$ cat src/include/gpio_expander_pkg.sv
// Shared constants and types for the 16-bit serial GPIO expander
package gpio_expander_pkg;

  // Register pointer values carried by the command byte
  localparam logic [2:0] REG_PORT0_INPUT_LEVEL  = 3'h0;
  localparam logic [2:0] REG_PORT1_INPUT_LEVEL  = 3'h1;
  localparam logic [2:0] REG_PORT0_OUTPUT_LATCH = 3'h2;
  localparam logic [2:0] REG_PORT1_OUTPUT_LATCH = 3'h3;
  localparam logic [2:0] REG_PORT0_INPUT_INVERT = 3'h4;
  localparam logic [2:0] REG_PORT1_INPUT_INVERT = 3'h5;
  localparam logic [2:0] REG_PORT0_DIRECTION    = 3'h6;
  localparam logic [2:0] REG_PORT1_DIRECTION    = 3'h7;

  // Pointer field layout: pair in bits 2:1, port in bit 0
  localparam int PTR_PORT_BIT = 0;
  localparam logic [1:0] PAIR_INPUT  = 2'h0;
  localparam logic [1:0] PAIR_OUTPUT = 2'h1;
  localparam logic [1:0] PAIR_INVERT = 2'h2;
  localparam logic [1:0] PAIR_DIR    = 2'h3;

  // Reset values
  localparam logic [7:0] OUTPUT_LATCH_RST = 8'hff;
  localparam logic [7:0] INPUT_INVERT_RST = 8'h00;
  localparam logic [7:0] DIRECTION_RST    = 8'hff;
  localparam logic [2:0] PTR_RST          = 3'h0;

  // Slave address: fixed upper nibble, default value arbitrary
  localparam logic [3:0] ADDR_FIXED_DEFAULT = 4'h4;

  // Bits per byte on the link
  localparam logic [3:0] BYTE_BITS = 4'h8;

  // Link protocol states
  typedef enum logic [3:0] {
    ST_IDLE,
    ST_ADDR,
    ST_ADDR_ACK,
    ST_CMD,
    ST_CMD_ACK,
    ST_WDATA,
    ST_WDATA_ACK,
    ST_RDATA,
    ST_RDATA_ACK,
    ST_IGNORE
  } link_state_t;

endpackage

$ cat src/rtl/gpio_expander.sv
// Serial-bus slave 16-bit GPIO expander with change interrupt
//
// Operation
// - Input registers return live sampled pin levels
// - Writes to input registers are ignored
// - Output latch drives only output pins
// - Output register reads return the latch
// - Invert bits flip input register read data
// - Direction 1 input, 0 drives output
// - All pins are inputs after reset
// - Reset loads defaults, protocol goes idle
// - Write: address, command byte selects register
// - Write data alternates within register pair
// - Read after repeated start sends register
// - Transmit byte loaded at ack falling edge
// - Read data alternates within register pair
// - Input pin change asserts interrupt low
// - Interrupt clears on return or read
// - Interrupt clearing is tracked per port
// - Output to input switch may interrupt
// - Start and stop detected while clock high
// - Data changes while clock high are conditions
// - Acknowledge own address and every byte received after it
// - Release data line on master non-acknowledge
// - Three select pins set address low bits
// - Command byte is register pointer 0..7
`timescale 1ns/100ps

module gpio_expander
  import gpio_expander_pkg::*;
#(
  parameter logic [3:0] ADDR_FIXED = ADDR_FIXED_DEFAULT
) (
  // Clock and reset
  input  wire logic       core_clk,
  input  wire logic       rst,
  // Serial link, open-drain data
  input  wire logic       scl_in,
  input  wire logic       sda_in,
  output logic            sda_out,
  output logic            sda_oe,
  // Address select straps
  input  wire logic       addr_sel_bit0,
  input  wire logic       addr_sel_bit1,
  input  wire logic       addr_sel_bit2,
  // Port 0 pins
  input  wire logic [7:0] port0_pin_in,
  output logic      [7:0] port0_pin_out,
  output logic      [7:0] port0_pin_oe,
  // Port 1 pins
  input  wire logic [7:0] port1_pin_in,
  output logic      [7:0] port1_pin_out,
  output logic      [7:0] port1_pin_oe,
  // Open-drain interrupt, active low
  output logic            int_n_out,
  output logic            int_n_oe
);

  // Synchroniser stages: first stage feeds only the second
  logic [1:0]      scl_sync_q, scl_sync_d;
  logic [1:0]      sda_sync_q, sda_sync_d;
  logic            scl_prev_q, scl_prev_d;
  logic            sda_prev_q, sda_prev_d;
  logic [2:0]      asel_meta_q, asel_meta_d;
  logic [2:0]      asel_q, asel_d;
  logic [1:0][7:0] pin_meta_q, pin_meta_d;
  logic [1:0][7:0] pin_q, pin_d;

  // Protocol and register state
  link_state_t     state_q, state_d;
  logic [3:0]      bit_cnt_q, bit_cnt_d;
  logic [7:0]      shift_q, shift_d;
  logic [7:0]      tx_q, tx_d;
  logic            rw_q, rw_d;
  logic [2:0]      ptr_q, ptr_d;
  logic            sda_oe_q, sda_oe_d;
  logic [1:0][7:0] out_q, out_d;
  logic [1:0][7:0] inv_q, inv_d;
  logic [1:0][7:0] dir_q, dir_d;
  logic [1:0][7:0] snap_q, snap_d;
  logic [2:0]      primed_q, primed_d;
  logic [1:0][7:0] pin_oe_q, pin_oe_d;
  logic            int_oe_q, int_oe_d;

  // Bus events from synchronised lines
  logic            scl_s, sda_s;
  logic            scl_rise, scl_fall;
  logic            start_cond, stop_cond;
  logic [1:0]      pend;
  logic [1:0]      snap_load;
  logic [6:0]      own_addr;

  // Pointer field decoders, shared by write, read and snapshot paths
  function automatic logic [1:0] ptr_pair(input logic [2:0] ptr);
    ptr_pair = ptr[2:1];
  endfunction

  function automatic logic ptr_port(input logic [2:0] ptr);
    ptr_port = ptr[PTR_PORT_BIT];
  endfunction

  // Other register of the same pair; streams alternate without limit
  function automatic logic [2:0] pair_mate(input logic [2:0] ptr);
    pair_mate = ptr ^ 3'h1;
  endfunction

  // Register read mux; input pair shows live level with inversion
  function automatic logic [7:0] read_reg(input logic [2:0] ptr,
                                          input logic [1:0][7:0] pins,
                                          input logic [1:0][7:0] outl,
                                          input logic [1:0][7:0] inv,
                                          input logic [1:0][7:0] dir);
    logic p;
    p = ptr_port(ptr);
    case (ptr_pair(ptr))
      PAIR_INPUT:  read_reg = pins[p] ^ inv[p];
      PAIR_OUTPUT: read_reg = outl[p];
      PAIR_INVERT: read_reg = inv[p];
      PAIR_DIR:    read_reg = dir[p];
      default:     read_reg = 8'h00;
    endcase
  endfunction

  // Synchroniser next values
  always_comb begin
    scl_sync_d  = {scl_sync_q[0], scl_in};
    sda_sync_d  = {sda_sync_q[0], sda_in};
    scl_prev_d  = scl_sync_q[1];
    sda_prev_d  = sda_sync_q[1];
    asel_meta_d = {addr_sel_bit2, addr_sel_bit1, addr_sel_bit0};
    asel_d      = asel_meta_q;
    pin_meta_d  = {port1_pin_in, port0_pin_in};
    pin_d       = pin_meta_q;
  end

  // Synchroniser registers; idle bus reads high
  always_ff @(posedge core_clk or posedge rst) begin
    if (rst) begin
      scl_sync_q  <= 2'h3;
      sda_sync_q  <= 2'h3;
      scl_prev_q  <= 1'h1;
      sda_prev_q  <= 1'h1;
      asel_meta_q <= 3'h0;
      asel_q      <= 3'h0;
      pin_meta_q  <= 16'h0000;
      pin_q       <= 16'h0000;
    end else begin
      scl_sync_q  <= scl_sync_d;
      sda_sync_q  <= sda_sync_d;
      scl_prev_q  <= scl_prev_d;
      sda_prev_q  <= sda_prev_d;
      asel_meta_q <= asel_meta_d;
      asel_q      <= asel_d;
      pin_meta_q  <= pin_meta_d;
      pin_q       <= pin_d;
    end
  end

  // Edge and condition detection on the second stage only
  // Edges show two to three clocks late; SCL phases must be longer than that
  assign scl_s    = scl_sync_q[1];
  assign sda_s    = sda_sync_q[1];
  assign scl_rise = scl_s & ~scl_prev_q;
  assign scl_fall = ~scl_s & scl_prev_q;
  // such edges are conditions, not data
  assign start_cond = scl_s & scl_prev_q & sda_prev_q & ~sda_s;
  assign stop_cond  = scl_s & scl_prev_q & ~sda_prev_q & sda_s;
  assign own_addr = {ADDR_FIXED, asel_q};

  // only input pins raise a change
  generate
    for (genvar g = 0; g < 2; g++) begin : g_pend
      assign pend[g] = |((pin_q[g] ^ snap_q[g]) & dir_q[g]);
    end
  endgenerate

  // Protocol and register next values, snapshot load requests
  always_comb begin
    state_d   = state_q;
    bit_cnt_d = bit_cnt_q;
    shift_d   = shift_q;
    tx_d      = tx_q;
    rw_d      = rw_q;
    ptr_d     = ptr_q;
    sda_oe_d  = sda_oe_q;
    out_d     = out_q;
    inv_d     = inv_q;
    dir_d     = dir_q;
    snap_load = 2'h0;
    if (start_cond) begin
      // Repeated start keeps the pointer
      state_d   = ST_ADDR;
      bit_cnt_d = 4'h0;
      sda_oe_d  = 1'b0;
    end else if (stop_cond) begin
      state_d  = ST_IDLE;
      sda_oe_d = 1'b0;
    end else begin
      case (state_q)
        ST_ADDR, ST_CMD, ST_WDATA: begin
          if (scl_rise) begin
            shift_d   = {shift_q[6:0], sda_s};
            bit_cnt_d = bit_cnt_q + 4'h1;
          end else if (scl_fall && bit_cnt_q == BYTE_BITS) begin
            bit_cnt_d = 4'h0;
            sda_oe_d  = 1'b1;
            if (state_q == ST_ADDR) begin
              rw_d = shift_q[0];
              if (shift_q[7:1] == own_addr) begin
                state_d = ST_ADDR_ACK;
              end else begin
                state_d  = ST_IGNORE;
                sda_oe_d = 1'b0;
              end
            end else if (state_q == ST_CMD) begin
              ptr_d   = shift_q[2:0];
              state_d = ST_CMD_ACK;
            end else begin
              state_d = ST_WDATA_ACK;
              case (ptr_pair(ptr_q))
                PAIR_OUTPUT: out_d[ptr_port(ptr_q)] = shift_q;
                PAIR_INVERT: inv_d[ptr_port(ptr_q)] = shift_q;
                PAIR_DIR:    dir_d[ptr_port(ptr_q)] = shift_q;
                default:     ;
              endcase
              ptr_d = pair_mate(ptr_q);
            end
          end
        end
        ST_ADDR_ACK, ST_RDATA_ACK: begin
          if (state_q == ST_RDATA_ACK && scl_rise && sda_s) begin
            // master ends read with no ack
            state_d = ST_IGNORE;
          end else if (scl_fall) begin
            sda_oe_d = 1'b0;
            if (state_q == ST_ADDR_ACK && !rw_q) begin
              state_d = ST_CMD;
            end else begin
              tx_d      = read_reg(ptr_q, pin_q, out_q, inv_q, dir_q);
              sda_oe_d  = ~tx_d[7];
              state_d   = ST_RDATA;
              // reading the port clears its change
              if (ptr_pair(ptr_q) == PAIR_INPUT) begin
                snap_load[ptr_port(ptr_q)] = 1'b1;
              end
              ptr_d = pair_mate(ptr_q);
            end
          end
        end
        ST_CMD_ACK, ST_WDATA_ACK: begin
          if (scl_fall) begin
            sda_oe_d = 1'b0;
            state_d  = ST_WDATA;
          end
        end
        ST_RDATA: begin
          if (scl_rise) begin
            bit_cnt_d = bit_cnt_q + 4'h1;
          end else if (scl_fall) begin
            if (bit_cnt_q == BYTE_BITS) begin
              // Release for master acknowledge slot
              bit_cnt_d = 4'h0;
              sda_oe_d  = 1'b0;
              state_d   = ST_RDATA_ACK;
            end else begin
              tx_d     = {tx_q[6:0], 1'b0};
              sda_oe_d = ~tx_d[7];
            end
          end
        end
        ST_IDLE, ST_IGNORE: begin
          sda_oe_d = 1'b0;
        end
        default: begin
          state_d  = ST_IDLE;
          sda_oe_d = 1'b0;
        end
      endcase
    end
  end

  // Protocol and register state
  always_ff @(posedge core_clk or posedge rst) begin
    if (rst) begin
      state_q   <= ST_IDLE;
      bit_cnt_q <= 4'h0;
      shift_q   <= 8'h00;
      tx_q      <= 8'h00;
      rw_q      <= 1'b0;
      ptr_q     <= PTR_RST;
      sda_oe_q  <= 1'b0;
      out_q     <= {OUTPUT_LATCH_RST, OUTPUT_LATCH_RST};
      inv_q     <= {INPUT_INVERT_RST, INPUT_INVERT_RST};
      dir_q     <= {DIRECTION_RST, DIRECTION_RST};
    end else begin
      state_q   <= state_d;
      bit_cnt_q <= bit_cnt_d;
      shift_q   <= shift_d;
      tx_q      <= tx_d;
      rw_q      <= rw_d;
      ptr_q     <= ptr_d;
      sda_oe_q  <= sda_oe_d;
      out_q     <= out_d;
      inv_q     <= inv_d;
      dir_q     <= dir_d;
    end
  end

  // Pin drivers, change snapshot and interrupt next values
  always_comb begin
    snap_d   = snap_q;
    primed_d = {primed_q[1:0], 1'b1};
    for (int g = 0; g < 2; g++) begin
      // Follow the pins until both synchroniser stages hold real levels,
      // else a false change would show just after reset
      if (!primed_q[2]) begin
        snap_d[g] = pin_q[g];
      end
      // Port read takes a fresh snapshot of that port only
      if (snap_load[g]) begin
        snap_d[g] = pin_q[g];
      end
    end
    // latch reaches only pins set as outputs
    pin_oe_d = ~dir_d;
    // any pending port pulls interrupt low
    // newly turned input compares too
    // Held off while the snapshot is being primed
    int_oe_d = primed_q[2] & (|pend);
  end

  // Pin drivers, change snapshot and interrupt state
  always_ff @(posedge core_clk or posedge rst) begin
    if (rst) begin
      snap_q   <= 16'h0000;
      primed_q <= 3'h0;
      pin_oe_q <= 16'h0000;
      int_oe_q <= 1'b0;
    end else begin
      snap_q   <= snap_d;
      primed_q <= primed_d;
      pin_oe_q <= pin_oe_d;
      int_oe_q <= int_oe_d;
    end
  end

  // Open-drain lines only ever pull low
  assign sda_out       = 1'b0;
  assign sda_oe        = sda_oe_q;
  assign int_n_out     = 1'b0;
  assign int_n_oe      = int_oe_q;
  assign port0_pin_out = out_q[0];
  assign port1_pin_out = out_q[1];
  assign port0_pin_oe  = pin_oe_q[0];
  assign port1_pin_oe  = pin_oe_q[1];

endmodule // gpio_expander

$ cat config.mk
export PLATFORM = sky130hd
export DESIGN_NAME = gpio_expander
export DESIGN_NICKNAME = d
export VERILOG_FILES = /design/src/include/gpio_expander_pkg.sv /design/src/rtl/gpio_expander.sv
export SDC_FILE = /design/constraint.sdc
export NUM_CORES = 1
export LEC_CHECK = 0
export ABC_AREA = 1
export BUFFER_PORTS_ARGS = -buffer_cell sky130_fd_sc_hd__buf_2
export CAP_MARGIN = 20
export CORE_ASPECT_RATIO = 0.5
export CORE_UTILIZATION = 54
export CTS_CLUSTER_DIAMETER = 150
export CTS_CLUSTER_SIZE = 30
export DETAILED_ROUTE_END_ITERATION = 6
export PLACE_DENSITY = 0.76
export SLEW_MARGIN = 20
export SYNTH_ARGS = -nofsm -noshare
export SYNTH_HDL_FRONTEND = slang
export SYNTH_SLANG_ARGS = --single-unit
$ cat constraint.sdc
create_clock -name core_clk -period 4.35 [get_ports core_clk]
set_clock_uncertainty 0.1 [all_clocks]
set_input_delay 0.2175 -clock core_clk [delete_from_list [all_inputs] [get_ports core_clk]]
set_output_delay 0.2175 -clock core_clk [all_outputs]
set_load 0.03 [all_outputs]
# Yosys cells after proc, flatten, opt, wreduce, memory -nomap -nowiden
# Index checks and enable logic that the tools add are counted.
[totals]
regBits = 156
input_bits = 23
elab_cells = 218
[classes]
addsub = 1
n_lt_le_gt_ge = 2
n_eq_ne = 39
muxes = 93
bitwise_logic = 27
n_reduce_logical = 26
[op_table]
columns = ["cell", "count"]
rows = [
  ["8-bit two-way mux", 19],
  ["16-bit two-way mux", 8],
  ["4-bit two-way mux", 19],
  ["16-bit bitwise mux", 3],
  ["4-bit != test, second input constant", 11],
  ["7-bit two-way mux", 6],
  ["8-bit case mux with 4 select lines", 1],
  ["8-bit AND reduction", 4],
  ["8-bit bitwise XOR", 3],
  ["2-bit != test, second input constant", 10],
  ["4-bit case mux with 5 select lines", 1],
  ["9-bit AND reduction", 2],
  ["1-bit two-way mux", 17],
  ["8-bit AND", 2],
  ["4-bit by 3-bit equality test with 1-bit output, second input constant", 4],
  ["2-bit two-way mux", 8],
  ["16-bit NOT", 1],
  ["16-bit OR reduction", 1],
  ["3-bit two-way mux", 5],
  ["7-bit case mux with 2 select lines", 1],
  ["1-bit NOT", 13],
  ["4-bit equality test, second input constant", 3],
  ["1-bit AND", 8],
  ["8-bit demux with 1-bit select", 1],
  ["27 further kinds", 37],
]

# Depth between registers and ports, before layout
# Gate-level depths: netlist of run 1.
[depth]
ltp_word = 17
depth_mapped = 12
mapped_depth_nobuf = 12

# Worst setup path before layout of run 1
# OpenSTA, ideal clock, no wires.
[synth_path]
kind = "register to register"
startpoint = "reg scl_prev_q"
endpoint = "reg pin_oe_q, in the netlist port0_pin_oe[6]"
setup_ns = 0.116
t_arrival_ns = 1.694
setup_slack_ns = 2.440
path_stages_with_launch = 11
n_path_buf = 2
period_less_slack_ns = 1.910
cell_sequence = "dfstp_2 > inv_1 > ha_1 > clkbuf_1 > inv_1 > nand3_2 > clkinv_4 > nand3_4 > buf_4 > o21ai_2 > inv_2"
[synth_lines]
columns = ["item", "line_no", "source"]
rows = [
  ["start, declared", "gpio_expander.sv:62", "logic scl_prev_q, scl_prev_d;"],
  ["start signal, assigned", "gpio_expander.sv:150", "scl_prev_q <= scl_prev_d;"],
  ["end signal, assigned", "gpio_expander.sv:342", "pin_oe_q <= pin_oe_d;"],
  ["end, declared", "gpio_expander.sv:82", "logic [1:0][7:0] pin_oe_q, pin_oe_d;"],
]

# Final worst setup path of run 1
[layout_path]
startpoint = "reg scl_sync_q[1]"
endpoint = "reg state_q[2]"
[layout_via]
elab_chain_cells = 7
word_cells_on_any_way = 24
[layout_lines]
columns = ["item", "line_no", "source"]
rows = [
  ["start, declared", "gpio_expander.sv:60", "logic [1:0] scl_sync_q, scl_sync_d;"],
  ["start signal, assigned", "gpio_expander.sv:148", "scl_sync_q <= scl_sync_d;"],
  ["1-bit AND", "gpio_expander.sv:163", "assign scl_rise = scl_s & ~scl_prev_q;"],
  ["1-bit logical AND (2 in a row)", "gpio_expander.sv:231", "if (state_q == ST_RDATA_ACK && scl_rise && sda_s) begin"],
  ["4-bit two-way mux", "gpio_expander.sv:231", ""],
  ["4-bit case mux with 5 select lines", "gpio_expander.sv:199", "case (state_q)"],
  ["4-bit two-way mux", "gpio_expander.sv:195", "end else if (stop_cond) begin"],
  ["4-bit two-way mux", "gpio_expander.sv:190", "if (start_cond) begin"],
  ["end signal, assigned", "gpio_expander.sv:296", "state_q <= state_d;"],
  ["end, declared", "gpio_expander.sv:70", "link_state_t state_q, state_d;"],
]
# Parallel ways exist; a longest one is shown, timed or not.
# A chain may end at the register's enable or synchronous reset.

==> impl_results.md, run 1 <==
* Vias after detailed routing at between 5000 and 6000
* Core Box Area at around 12000 um2
* Wirelength, routed at 16.3 mm
* Status: complete, no violations
* Most used cell, CP: nand2_1
* # diodes at 0
* Setup crit end kind: register
* R2R Path End: state_q[2]$_DFFE_PP0P_
* Slowest cell on crit path: dfstp_2
* Die footprint at 13300 um2
* Setup-failing EPs final at 0
* CP max FO at 17
* DRC viols at 0
* Hold Path End: asel_q[0]$_DFF_PP0_
* Clk root buf: clkbuf_16
* H-tree depth at 4
* Clk sinks at approximately 160
* RSZ-0062 raised after global routing: no
* Final nets at 880
* DP Cell Count at 976
* First-pass GRT wire length at 26.0 mm
* Drt wl/cell at 15.8 um
* Post-CTS Repair Setup Buffers at 0
* I/O Buffers at 56
* Syn avg cell area at ~9 um2
* FF+latch count, synth at 156
* Filler cells at approximately 900
* Slowest stage delay, CP at ~0.56 ns
* DRT iter0 DRCs at between 500 and 600
* Die Ht at about 82 um
* Reg clk slew, reported paths at about 0.070 ns
* Global route overflow at 0
* Final hold viol count at 0
* Reg2reg start: scl_sync_q[1]$_DFF_PP1_
* Synth warn at 0
* Post-synth cell types at between 40 and 50
* Clock Tree Buf Depth at 2
* Synth-to-layout area growth at 18.1%
* Most common cell after layout, fill and taps aside: nand2_1
* Critical Path AT at about 2.6 ns
* Crit path required time at around 4.6 ns
* Resized cells post-CTS at 0
* Cts bufs inserted at 17
* Top FF cell, synth: dfrtp_1
* Total power at ~4.1 mW
* Max_slew headroom at 0.403
* Worst Hold Class: register to register
* Delay-heaviest family, CP: simple AND/OR/NAND/NOR gates
* Flop-to-flop setup slack at 1.93 ns
* Number of synthesized flops with an enable pin at 0
* Number of vias per cell at approximately 5.4
* Seq/Total Area, Yosys at 0.569
* Clk_lat worst skew at between 0.4 and 0.5 ns
* Max_cap viols at 0
* Largest net degree at the start of global routing at 115
* Share of layout cells above drive strength 1 at 0.208
* Leak pwr at ~3.7 nW
* Total GRT Usage at 0.261
* Min Tclk post-route at 2.42 ns
* Starting density of the core at 0.571
* Finished Core Util at 0.674
* Row count at 28
* Worst path bufs/invs at 1
* CP Cell Sequence: ha_1 -> nand2_1 -> nor2_1 -> nor2_4 -> nand3_1 -> o21ai_0 -> inv_2 -> nand2_1 -> nand2_1 -> nand2_1
* Mapped Area at ~6900 um2
* Post-Synthesis Cells at approximately 770
* TritonCTS clock tree: done
* Worst-Margin Slew at around 0.89 ns
* Non-Filler Instances at 1030
* Post-route clock period utilization at 0.557
* WS Path Type: register to register
* FFs w/ async S/R, synth at 1.00
* Final max-slew violation count at 0
* CP Launch Type: register
* WHS at roughly 0.24 ns
* # IOs at ~60
* Commonest non-fill, non-tap cells in the layout: nand2_1 (246), dfrtp_1 (118), o21ai_0 (71), buf_2 (56), nand3_1 (50)
* DRT antenna net count at 0
* DR pass1 iterations at 6
* Area of the multi-input gates at between 2000 and 3000 um2
* Hold Crit Depth at 0
* Worst VDD drop at between 0.2 and 0.25 mV
* Die W at about 160 um
* Hpwl dp at approximately 11 mm
* Fmax at roughly 410 MHz
* Storage cell area at just under 4000 um2
* Pwr Density at roughly 500 nW/um2
* Min-delay src: asel_d[0]$_DFF_PP0_
* GPL Wtd Cong at 0.940
* Vias in the first global route at ~5100
* Reg2Reg Depth at 10
* Antenna violations before repair at 0
* Sum Neg Setup Slack at 0 ns
[final cells by class]
class	instances	area share
timing repair buffer	80	0.0644
tap	165	0.0252
multi-input combinational	526	0.317
clock inverter	14	0.0247
clock buffer	18	0.0524
sequential	156	0.482
inverter	71	0.0339
[report_power, final]
group / switching [mW] / internal (mW) / total, mW
logic: 0.632 / 0.259 / 0.891
registers: 0.0870 / 1.56 / 1.65
clock network: 0.650 / 0.929 / 1.58
[cell families (layout without fill, tap and decap cells)]
group,count (synthesis),after routing,share of synthesized area
AND/OR/NAND/NOR,378,378,0.249
flip-flops,156,156,0.569
AO/OA/AOI/OAI,133,133,0.106
buffers and inverters,93,183,0.0563
XOR/XNOR,6,6,0.00757
adder cells (fa/ha/maj),5,5,0.00902
other,2,3,0.00108
multiplexers,1,1,0.00144
[through the flow]
step                setup WS (ns)  instance area, um2
floorplan                    2.09                6950
global placement             2.03                7340
detailed placement           1.92                7340
CTS                          1.91                8200
global route                 1.66                8200
finish                       1.93                8200
[repair_timing]
item	4_1_cts	5_1_grt
hold endpoints to repair	60	0
hold buffers	22	0
endpoints found under the setup margin	0	0
[synth_stat cells, types with 3 or more instances]
| master | count | area share |
|---|---|---|
| buf_2 | 9 | 0.0065 |
| nand4_1 | 8 | 0.0072 |
| o21ai_1 | 25 | 0.018 |
| nor2_2 | 4 | 0.0036 |
| xor2_1 | 3 | 0.0038 |
| nand2_2 | 4 | 0.0036 |
| dfstp_2 | 38 | 0.14 |
| xnor2_1 | 3 | 0.0038 |
| dfrtp_1 | 118 | 0.43 |
| o21ai_2 | 5 | 0.0063 |
| nand3_1 | 50 | 0.036 |
| nand2_1 | 246 | 0.13 |
| nand4_4 | 6 | 0.018 |
| o21ai_0 | 71 | 0.051 |
| inv_2 | 19 | 0.010 |
| o22ai_1 | 4 | 0.0036 |
| clkbuf_1 | 6 | 0.0032 |
| a21boi_0 | 6 | 0.0065 |
| buf_4 | 6 | 0.0065 |
| nor2_1 | 46 | 0.025 |
| nor2_4 | 4 | 0.0065 |
| a21oi_1 | 11 | 0.0079 |
| inv_1 | 50 | 0.027 |
| ha_1 | 5 | 0.0090 |
[state kept, by name, summed over array words and instances, names as in the netlist, 8 cells and up]
register       cells
dir_q             16
inv_q             16
pin_d             16
pin_q             16
snap_q            16
port0_pin_oe       8
port0_pin_out      8
port1_pin_oe       8
port1_pin_out      8
shift_q            8
[worst max-delay path by stage]
stage                             from                      to  slack (ns)  cells after the start
5_1_grt        scl_sync_q[1]$_DFF_PP1_  state_q[1]$_DFFE_PP0P_        1.66                     10
3_5_place_dp   scl_sync_q[1]$_DFF_PP1_  state_q[2]$_DFFE_PP0P_        1.92                     10
2_1_floorplan                      rst     asel_d[0]$_DFF_PP0_        2.09                      1
4_1_cts        scl_sync_q[1]$_DFF_PP1_  state_q[2]$_DFFE_PP0P_        1.91                     10
6_report       scl_sync_q[1]$_DFF_PP1_  state_q[2]$_DFFE_PP0P_        1.93                     10
3_3_place_gp   scl_sync_q[1]$_DFF_PP1_  state_q[3]$_DFFE_PP0P_        2.03                     10
[routing by layer]
layer  routed length, um  vias up  global-route usage
met5                   0        -                   0
met4                 332        0               0.100
met3                1180       31              0.0669
met2                7450      198               0.415
met1                7300     2675               0.350
li1                    -     2657                   -
(Power assumes the default switching activity.)
==> run 2, diff against run 1 <==
Clock period 4.35 ns to 1.99 ns, I/O delays scaled along.
==> run 2 against run 1 <==
Against the previous run: worst setup slack worse by 1.9 ns; sequential power increased by 120%; critical path type unchanged; register-to-register slack got worse by 1.9 ns; the run now ends with negative setup slack left; clock power grew 110%; die area stayed put; sequential share of layout area decreased by 4.1 points; critical path depth is the same.
==> impl_results.md, run 2 (synthesis results as in run 1) <==
* Filler cells at between 700 and 800
* Setup-failing EPs final at 11
* Clock share of power at 0.345
* Met3 global-route usage at 0.0839
* Setup crit end kind: register
* Met2 Track Usage GR at 0.446
* Met1 GRT Util at 0.374
* RSZ-0062 raised after global routing: yes
* Final hold viol count at 0
* R2R Path End: snap_q[3]$_DFFE_PP0P_
* Most common cell after layout, fill and taps aside: nand2_1
* Crit path required time at around 2.2 ns
* Clock Tree Buf Depth at 2
* WS Path Type: register to register
* Clk_lat worst skew at approximately 0.43 ns
* DRT iter0 DRCs at roughly 570
* Die W at 162 um
* Core Box Area at around 12000 um2
* Worst VDD drop at between 0.6 and 0.7 mV
* Status: complete, but fails checks
* Starting density of the core at 0.571
* Wirelength, routed at between 15 and 20 mm
* TritonCTS clock tree: done
* Most Crowded Layer GR: met2
* CP Launch Type: register
* Leak pwr at between 4 and 5 nW
* Post-route clock period utilization at 1.01
* DRC viols at 0
* Critical path capture point: snap_q[3]$_DFFE_PP0P_
* Storage cell area at slightly below 4000 um2
* Max_cap viols at 0
* # IOs at 59
* Internal at ~6.1 mW
* Worst-Margin Slew at between 0.6 and 0.7 ns
* DR pass1 iterations at 6
* Most used cell, CP: nand2_2
* Vias in the first global route at roughly 5400
* Antenna violations before repair at 0
* First-pass GRT wire length at between 20 and 30 mm
* Failing checks: negative setup slack
* Final setup margin at -0.0228 ns
* Slowest cell on crit path: dfstp_2
* I/O Buffers at 56
* Min Tclk post-route at just over 2 ns
* Flop pwr share at 0.386
* CP startpoint: scl_sync_q[1]$_DFF_PP1_
* Drt wl/cell at 17.4 um
* GPL Wtd Cong at roughly 0.9
* Slowest stage delay, CP at roughly 0.57 ns
* DP Worst Slack at -0.190 ns
* Combinational power share at 0.269
* Cts bufs inserted at 17
* Reg clk slew, reported paths at ~0.070 ns
* Switching power at 3.34 mW
* H-tree depth at 4
* Die Ht at roughly 80 um
* CP max FO at 8
* Total GRT Usage at 0.283
* Max_slew headroom at 0.535
* # diodes at 0
* Largest net degree at the start of global routing at 57
* Final max-slew violation count at 0
* Vias after detailed routing at 6080
* Die footprint at roughly 13000 um2
* Global route overflow at 0
* Finished Core Util at 0.737
* Number of vias per cell at between 5 and 6
* Area of the multi-input gates at 2880 um2
* Flop-to-flop setup slack at -0.02 ns
* Reg2reg start: scl_sync_q[1]$_DFF_PP1_
* Clk sinks at between 150 and 200
* Switching part of the total power at 0.355
* Synth-to-layout area growth at 29.1%
* Hpwl dp at between 10 and 15 mm
* Row count at 28
* Share of layout cells above drive strength 1 at 0.310
* DRT antenna net count at 0
* Clk root buf: clkbuf_16
* Reg2Reg Depth at 10
* Fmax at ~500 MHz
* CP Cell Sequence: buf_6 -> ha_4 -> nand4_1 -> nand2_2 -> nor2_4 -> buf_12 -> nand4_4 -> nand2_4 -> nand2_2 -> nand2_1
* Pwr Density at roughly 1100 nW/um2
* Worst Hold Class: input pin to asynchronous set/reset pin
* Final nets at between 900 and 1000
* Critical Path AT at ~2.2 ns
* Commonest non-fill, non-tap cells in the layout: nand2_1 (225), dfrtp_1 (117), o21ai_0 (69), buf_2 (56), nand3_1 (49)
run 2: cell count changes in the layout (fill, tap and decap cells not counted), sizes merged:
cell / delta
clkbuf: +1
clkinv: -3
nand4: +2
bufinv: -2
inv: +3
clkinvlp: +2
nand3: +2
buf: +54
run 2: worst min-delay path by stage:
stage | startpoint | end | cells after the start
global route | rst | pin_d[3]$_DFF_PP0_ | 3
floorplan | scl_in | scl_sync_q[0]$_DFF_PP1_ | 0
global placement | rst | pin_d[4]$_DFF_PP0_ | 2
finish | rst | pin_d[4]$_DFF_PP0_ | 3
detailed placement | rst | pin_d[4]$_DFF_PP0_ | 2
CTS | rst | pin_d[3]$_DFF_PP0_ | 3
run 2: what timing repair did:
action / CTS / global route
endpoints found under the setup margin: 41 / 99
endpoints found under the hold margin: 95 / 0
hold buffers: 22 / 0
resized for setup: 5 / 64
gates cloned: 0 / 5
setup buffers: 6 / 17
pin swaps: 4 / 14
run 2: layout make-up:
cell class | count | area share
Clock buffer | 18 | 0.0479
Inverter | 71 | 0.0316
Multi-Input combinational cell | 530 | 0.322
Sequential cell | 156 | 0.441
Timing Repair Buffer | 135 | 0.118
Clock inverter | 14 | 0.0168
Tap cell | 165 | 0.0230
run 2: per-layer routing:
layer,wire length [um],up-vias,part of all wire
met1,8050,2935,0.43
met4,488,0,0.026
li1,-,2792,-
met2,8700,307,0.46
met5,0,-,0
met3,1660,46,0.088
run 2: power groups by stage:
stage / Combinational, mW / Clock, mW / Sequential [mW]
3_3_place_gp: 2.13 / 0 / 3.66
5_1_grt: 2.76 / 3.39 / 3.66
6_report: 2.53 / 3.25 / 3.64
2_1_floorplan: 1.47 / 0 / 3.62
3_5_place_dp: 2.15 / 0 / 3.67
4_1_cts: 2.21 / 3.27 / 3.62
run 2: through the flow:
step | setup TNS (ns) | hold slack [ns] | area [um2] | cells | power [mW]
floorplan | -17.86 | 0.00398 | 6950 | 775 | 5.09
global placement | -1.78 | 0.0489 | 7620 | 1008 | 5.79
detailed placement | -2.67 | 0.0559 | 7620 | 1008 | 5.82
CTS | -0.258 | 0.143 | 8510 | 1068 | 9.10
global route | -1.72 | 0.168 | 8960 | 1089 | 9.82
finish | -0.0832 | 0.139 | 8960 | 1089 | 9.42
run 2: worst max-delay path, delay by kind of cell, from the launching register on:
kind | cells | cell delay, ns
adders and majority gates | 1 | 0.15
buffers and inverters | 2 | 0.26
DFF | 1 | 0.57
and+or+nand+nor | 7 | 0.82
==> run 3, diff against run 2 <==
Settings changed: BUFFER_PORTS_ARGS -buffer_cell sky130_fd_sc_hd__buf_2 to -buffer_cell sky130_fd_sc_hd__buf_4, CORE_UTILIZATION 54 to 55, PLACE_DENSITY 0.76 to 0.74.
Clock period 1.99 ns to 2.1 ns, I/O delays scaled along.
==> run 3 against run 2 <==
Against the previous run: the flow now finishes without violations; clock power shrank 6.8%; wire length down 4.3%; combinational power down 15%; fmax decreased by 1.6%; core utilization is 1.8 points lower; sequential power fell by 5%; via count shrank 3.4%.
==> impl_results.md, run 3 (synthesis results as in run 1) <==
* Core Box Area at between 10000 and 15000 um2
* Crit path required time at 2.32 ns
* Delay-heaviest family, CP: simple AND/OR/NAND/NOR gates
* Min Tclk post-route at between 2 and 2.5 ns
* Area of the multi-input gates at about 2700 um2
* Cts bufs inserted at 17
* Worst VDD drop at 0.497 mV
* Synth-to-layout area growth at 24.8%
* Die Ht at approximately 81 um
* Max_cap viols at 0
* Max_slew headroom at 0.546
* # IOs at 59
* Wirelength, routed at between 15 and 20 mm
* Fmax at 489 MHz
* H-tree depth at 4
* DR pass1 iterations at 5
* Share of layout cells above drive strength 1 at 0.255
* Vias after detailed routing at approximately 6000
* Filler cells at about 890
* Met2 wire len at just over 8 mm
* Final hold viol count at 0
* CP max FO at 5
* DR top layer: met4
* Clock Tree Buf Depth at 2
* DRT antenna net count at 0
* GPL Wtd Cong at slightly above 0.9
* Sum Neg Setup Slack at 0 ns
* Clk root buf: clkbuf_16
* Most common cell after layout, fill and taps aside: nand2_1
* Row count at 28
* Status: complete, no violations
* TritonCTS clock tree: done
* Commonest non-fill, non-tap cells in the layout: nand2_1 (244), dfrtp_1 (116), buf_4 (85), o21ai_0 (67), nand3_1 (50)
* Met3 wire len at ~1.5 mm
* First-pass GRT wire length at between 20 and 30 mm
* Pwr Density at 997 nW/um2
* Post-route clock period utilization at 0.974
* I/O Buffers at 56
* Setup-failing EPs final at 0
* DRT iter0 DRCs at 580
* Slowest stage delay, CP at around 0.39 ns
* Antenna violations before repair at 0
* Clk_lat worst skew at around 0.43 ns
* Largest net degree at the start of global routing at 43
* Number of vias per cell at between 5 and 6
* Final max-slew violation count at 0
* Final nets at 914
* Setup crit end kind: register
* RSZ-0062 raised after global routing: yes
* Global route overflow at 0
* Worst path bufs/invs at 2
* Total power at between 8 and 9 mW
* Starting density of the core at 0.576
* Storage cell area at ~4000 um2
* Slowest cell on crit path: dfstp_2
* Clk sinks at around 160
* Critical Path AT at between 2 and 2.5 ns
* Leak pwr at 3.92 nW
* WS Path Type: register to register
* Worst Hold Class: input pin to register
* WHS at roughly 0.22 ns
* Met1 WL at 8.06 mm
* Drt wl/cell at ~17 um
* Reg clk slew, reported paths at about 0.070 ns
* # diodes at 0
* DRC viols at 0
* CP Cell Sequence: ha_2 -> nand2_1 -> nor2_2 -> nor2_4 -> inv_4 -> nor3_4 -> buf_4 -> nand4_2 -> nand3_1 -> nand2_1
* Die W at 161 um
* CP Launch Type: register
* Hpwl dp at roughly 12 mm
* Total GRT Usage at 0.280
* Die footprint at 13100 um2
* Vias in the first global route at ~5400
* Worst-Margin Slew at a little under 0.7 ns
* Most used cell, CP: nand2_1
run 3: cell count changes in the layout (fill, tap and decap cells not counted), moves of 3 or more:
cell / delta
nand2_2: -18
o21ai_1: +9
nand2_1: +19
ha_4: -3
buf_2: -56
buf_4: +40
o21ai_2: -6
buf_12: -5
run 3: timing repair:
action | CTS | global route
buffers inserted | 0 | 6
hold endpoints to repair | 33 | 0
setup endpoints to repair | 0 | 71
hold buffers | 22 | 0
resized for setup | 0 | 25
run 3: final timing paths:
kind                                    startpoint               endpoint  slack, ns  cells past startpoint
min reg2reg                    asel_d[2]$_DFF_PP0_    asel_q[2]$_DFF_PP0_       0.25                      0
max reg2reg                scl_sync_q[1]$_DFF_PP1_  snap_q[1]$_DFFE_PP0P_       0.05                     10
max in group asynchronous                      rst   sda_prev_q$_DFF_PP1_       0.97                      4
min                                port0_pin_in[1]     pin_d[1]$_DFF_PP0_       0.22                      2
min in group asynchronous                      rst     pin_q[5]$_DFF_PP0_       0.23                      3
max                        scl_sync_q[1]$_DFF_PP1_  snap_q[1]$_DFFE_PP0P_       0.05                     10
run 3: power by group:
part / leakage (nW) / total (mW) / internal, mW / switching [mW]
Clock: 0.275 / 3.03 / 1.61 / 1.42
Combinational: 1.83 / 2.15 / 0.709 / 1.44
Sequential: 1.82 / 3.45 / 3.24 / 0.211
Total: 3.92 / 8.63 / 5.57 / 3.07
run 3: through the flow:
step / utilization / setup WS [ns] / area [um2] / cells
finish: 0.718 / 0.0542 / 8660 / 1064
global route: 0.718 / -0.0577 / 8660 / 1064
CTS: 0.705 / 0.0141 / 8500 / 1055
detailed placement: 0.639 / 0.0579 / 7700 / 1001
global placement: 0.639 / 0.116 / 7700 / 1001
floorplan: - / -0.0469 / 6950 / 775
run 3: metal layers:
layer	track usage	vias to the layer above
li1	-	2738
met1	0.384	2839
met2	0.438	253
met3	0.0636	41
met4	0.117	0
met5	0	-
run 3: area by class of cell:
class                           instances  share of cell area
Sequential cell                       156               0.457
Multi-Input combinational cell        529               0.313
Timing Repair Buffer                  111               0.107
Clock buffer                           18              0.0507
Inverter                               71              0.0321
Tap cell                              165              0.0238
Clock inverter                         14              0.0168
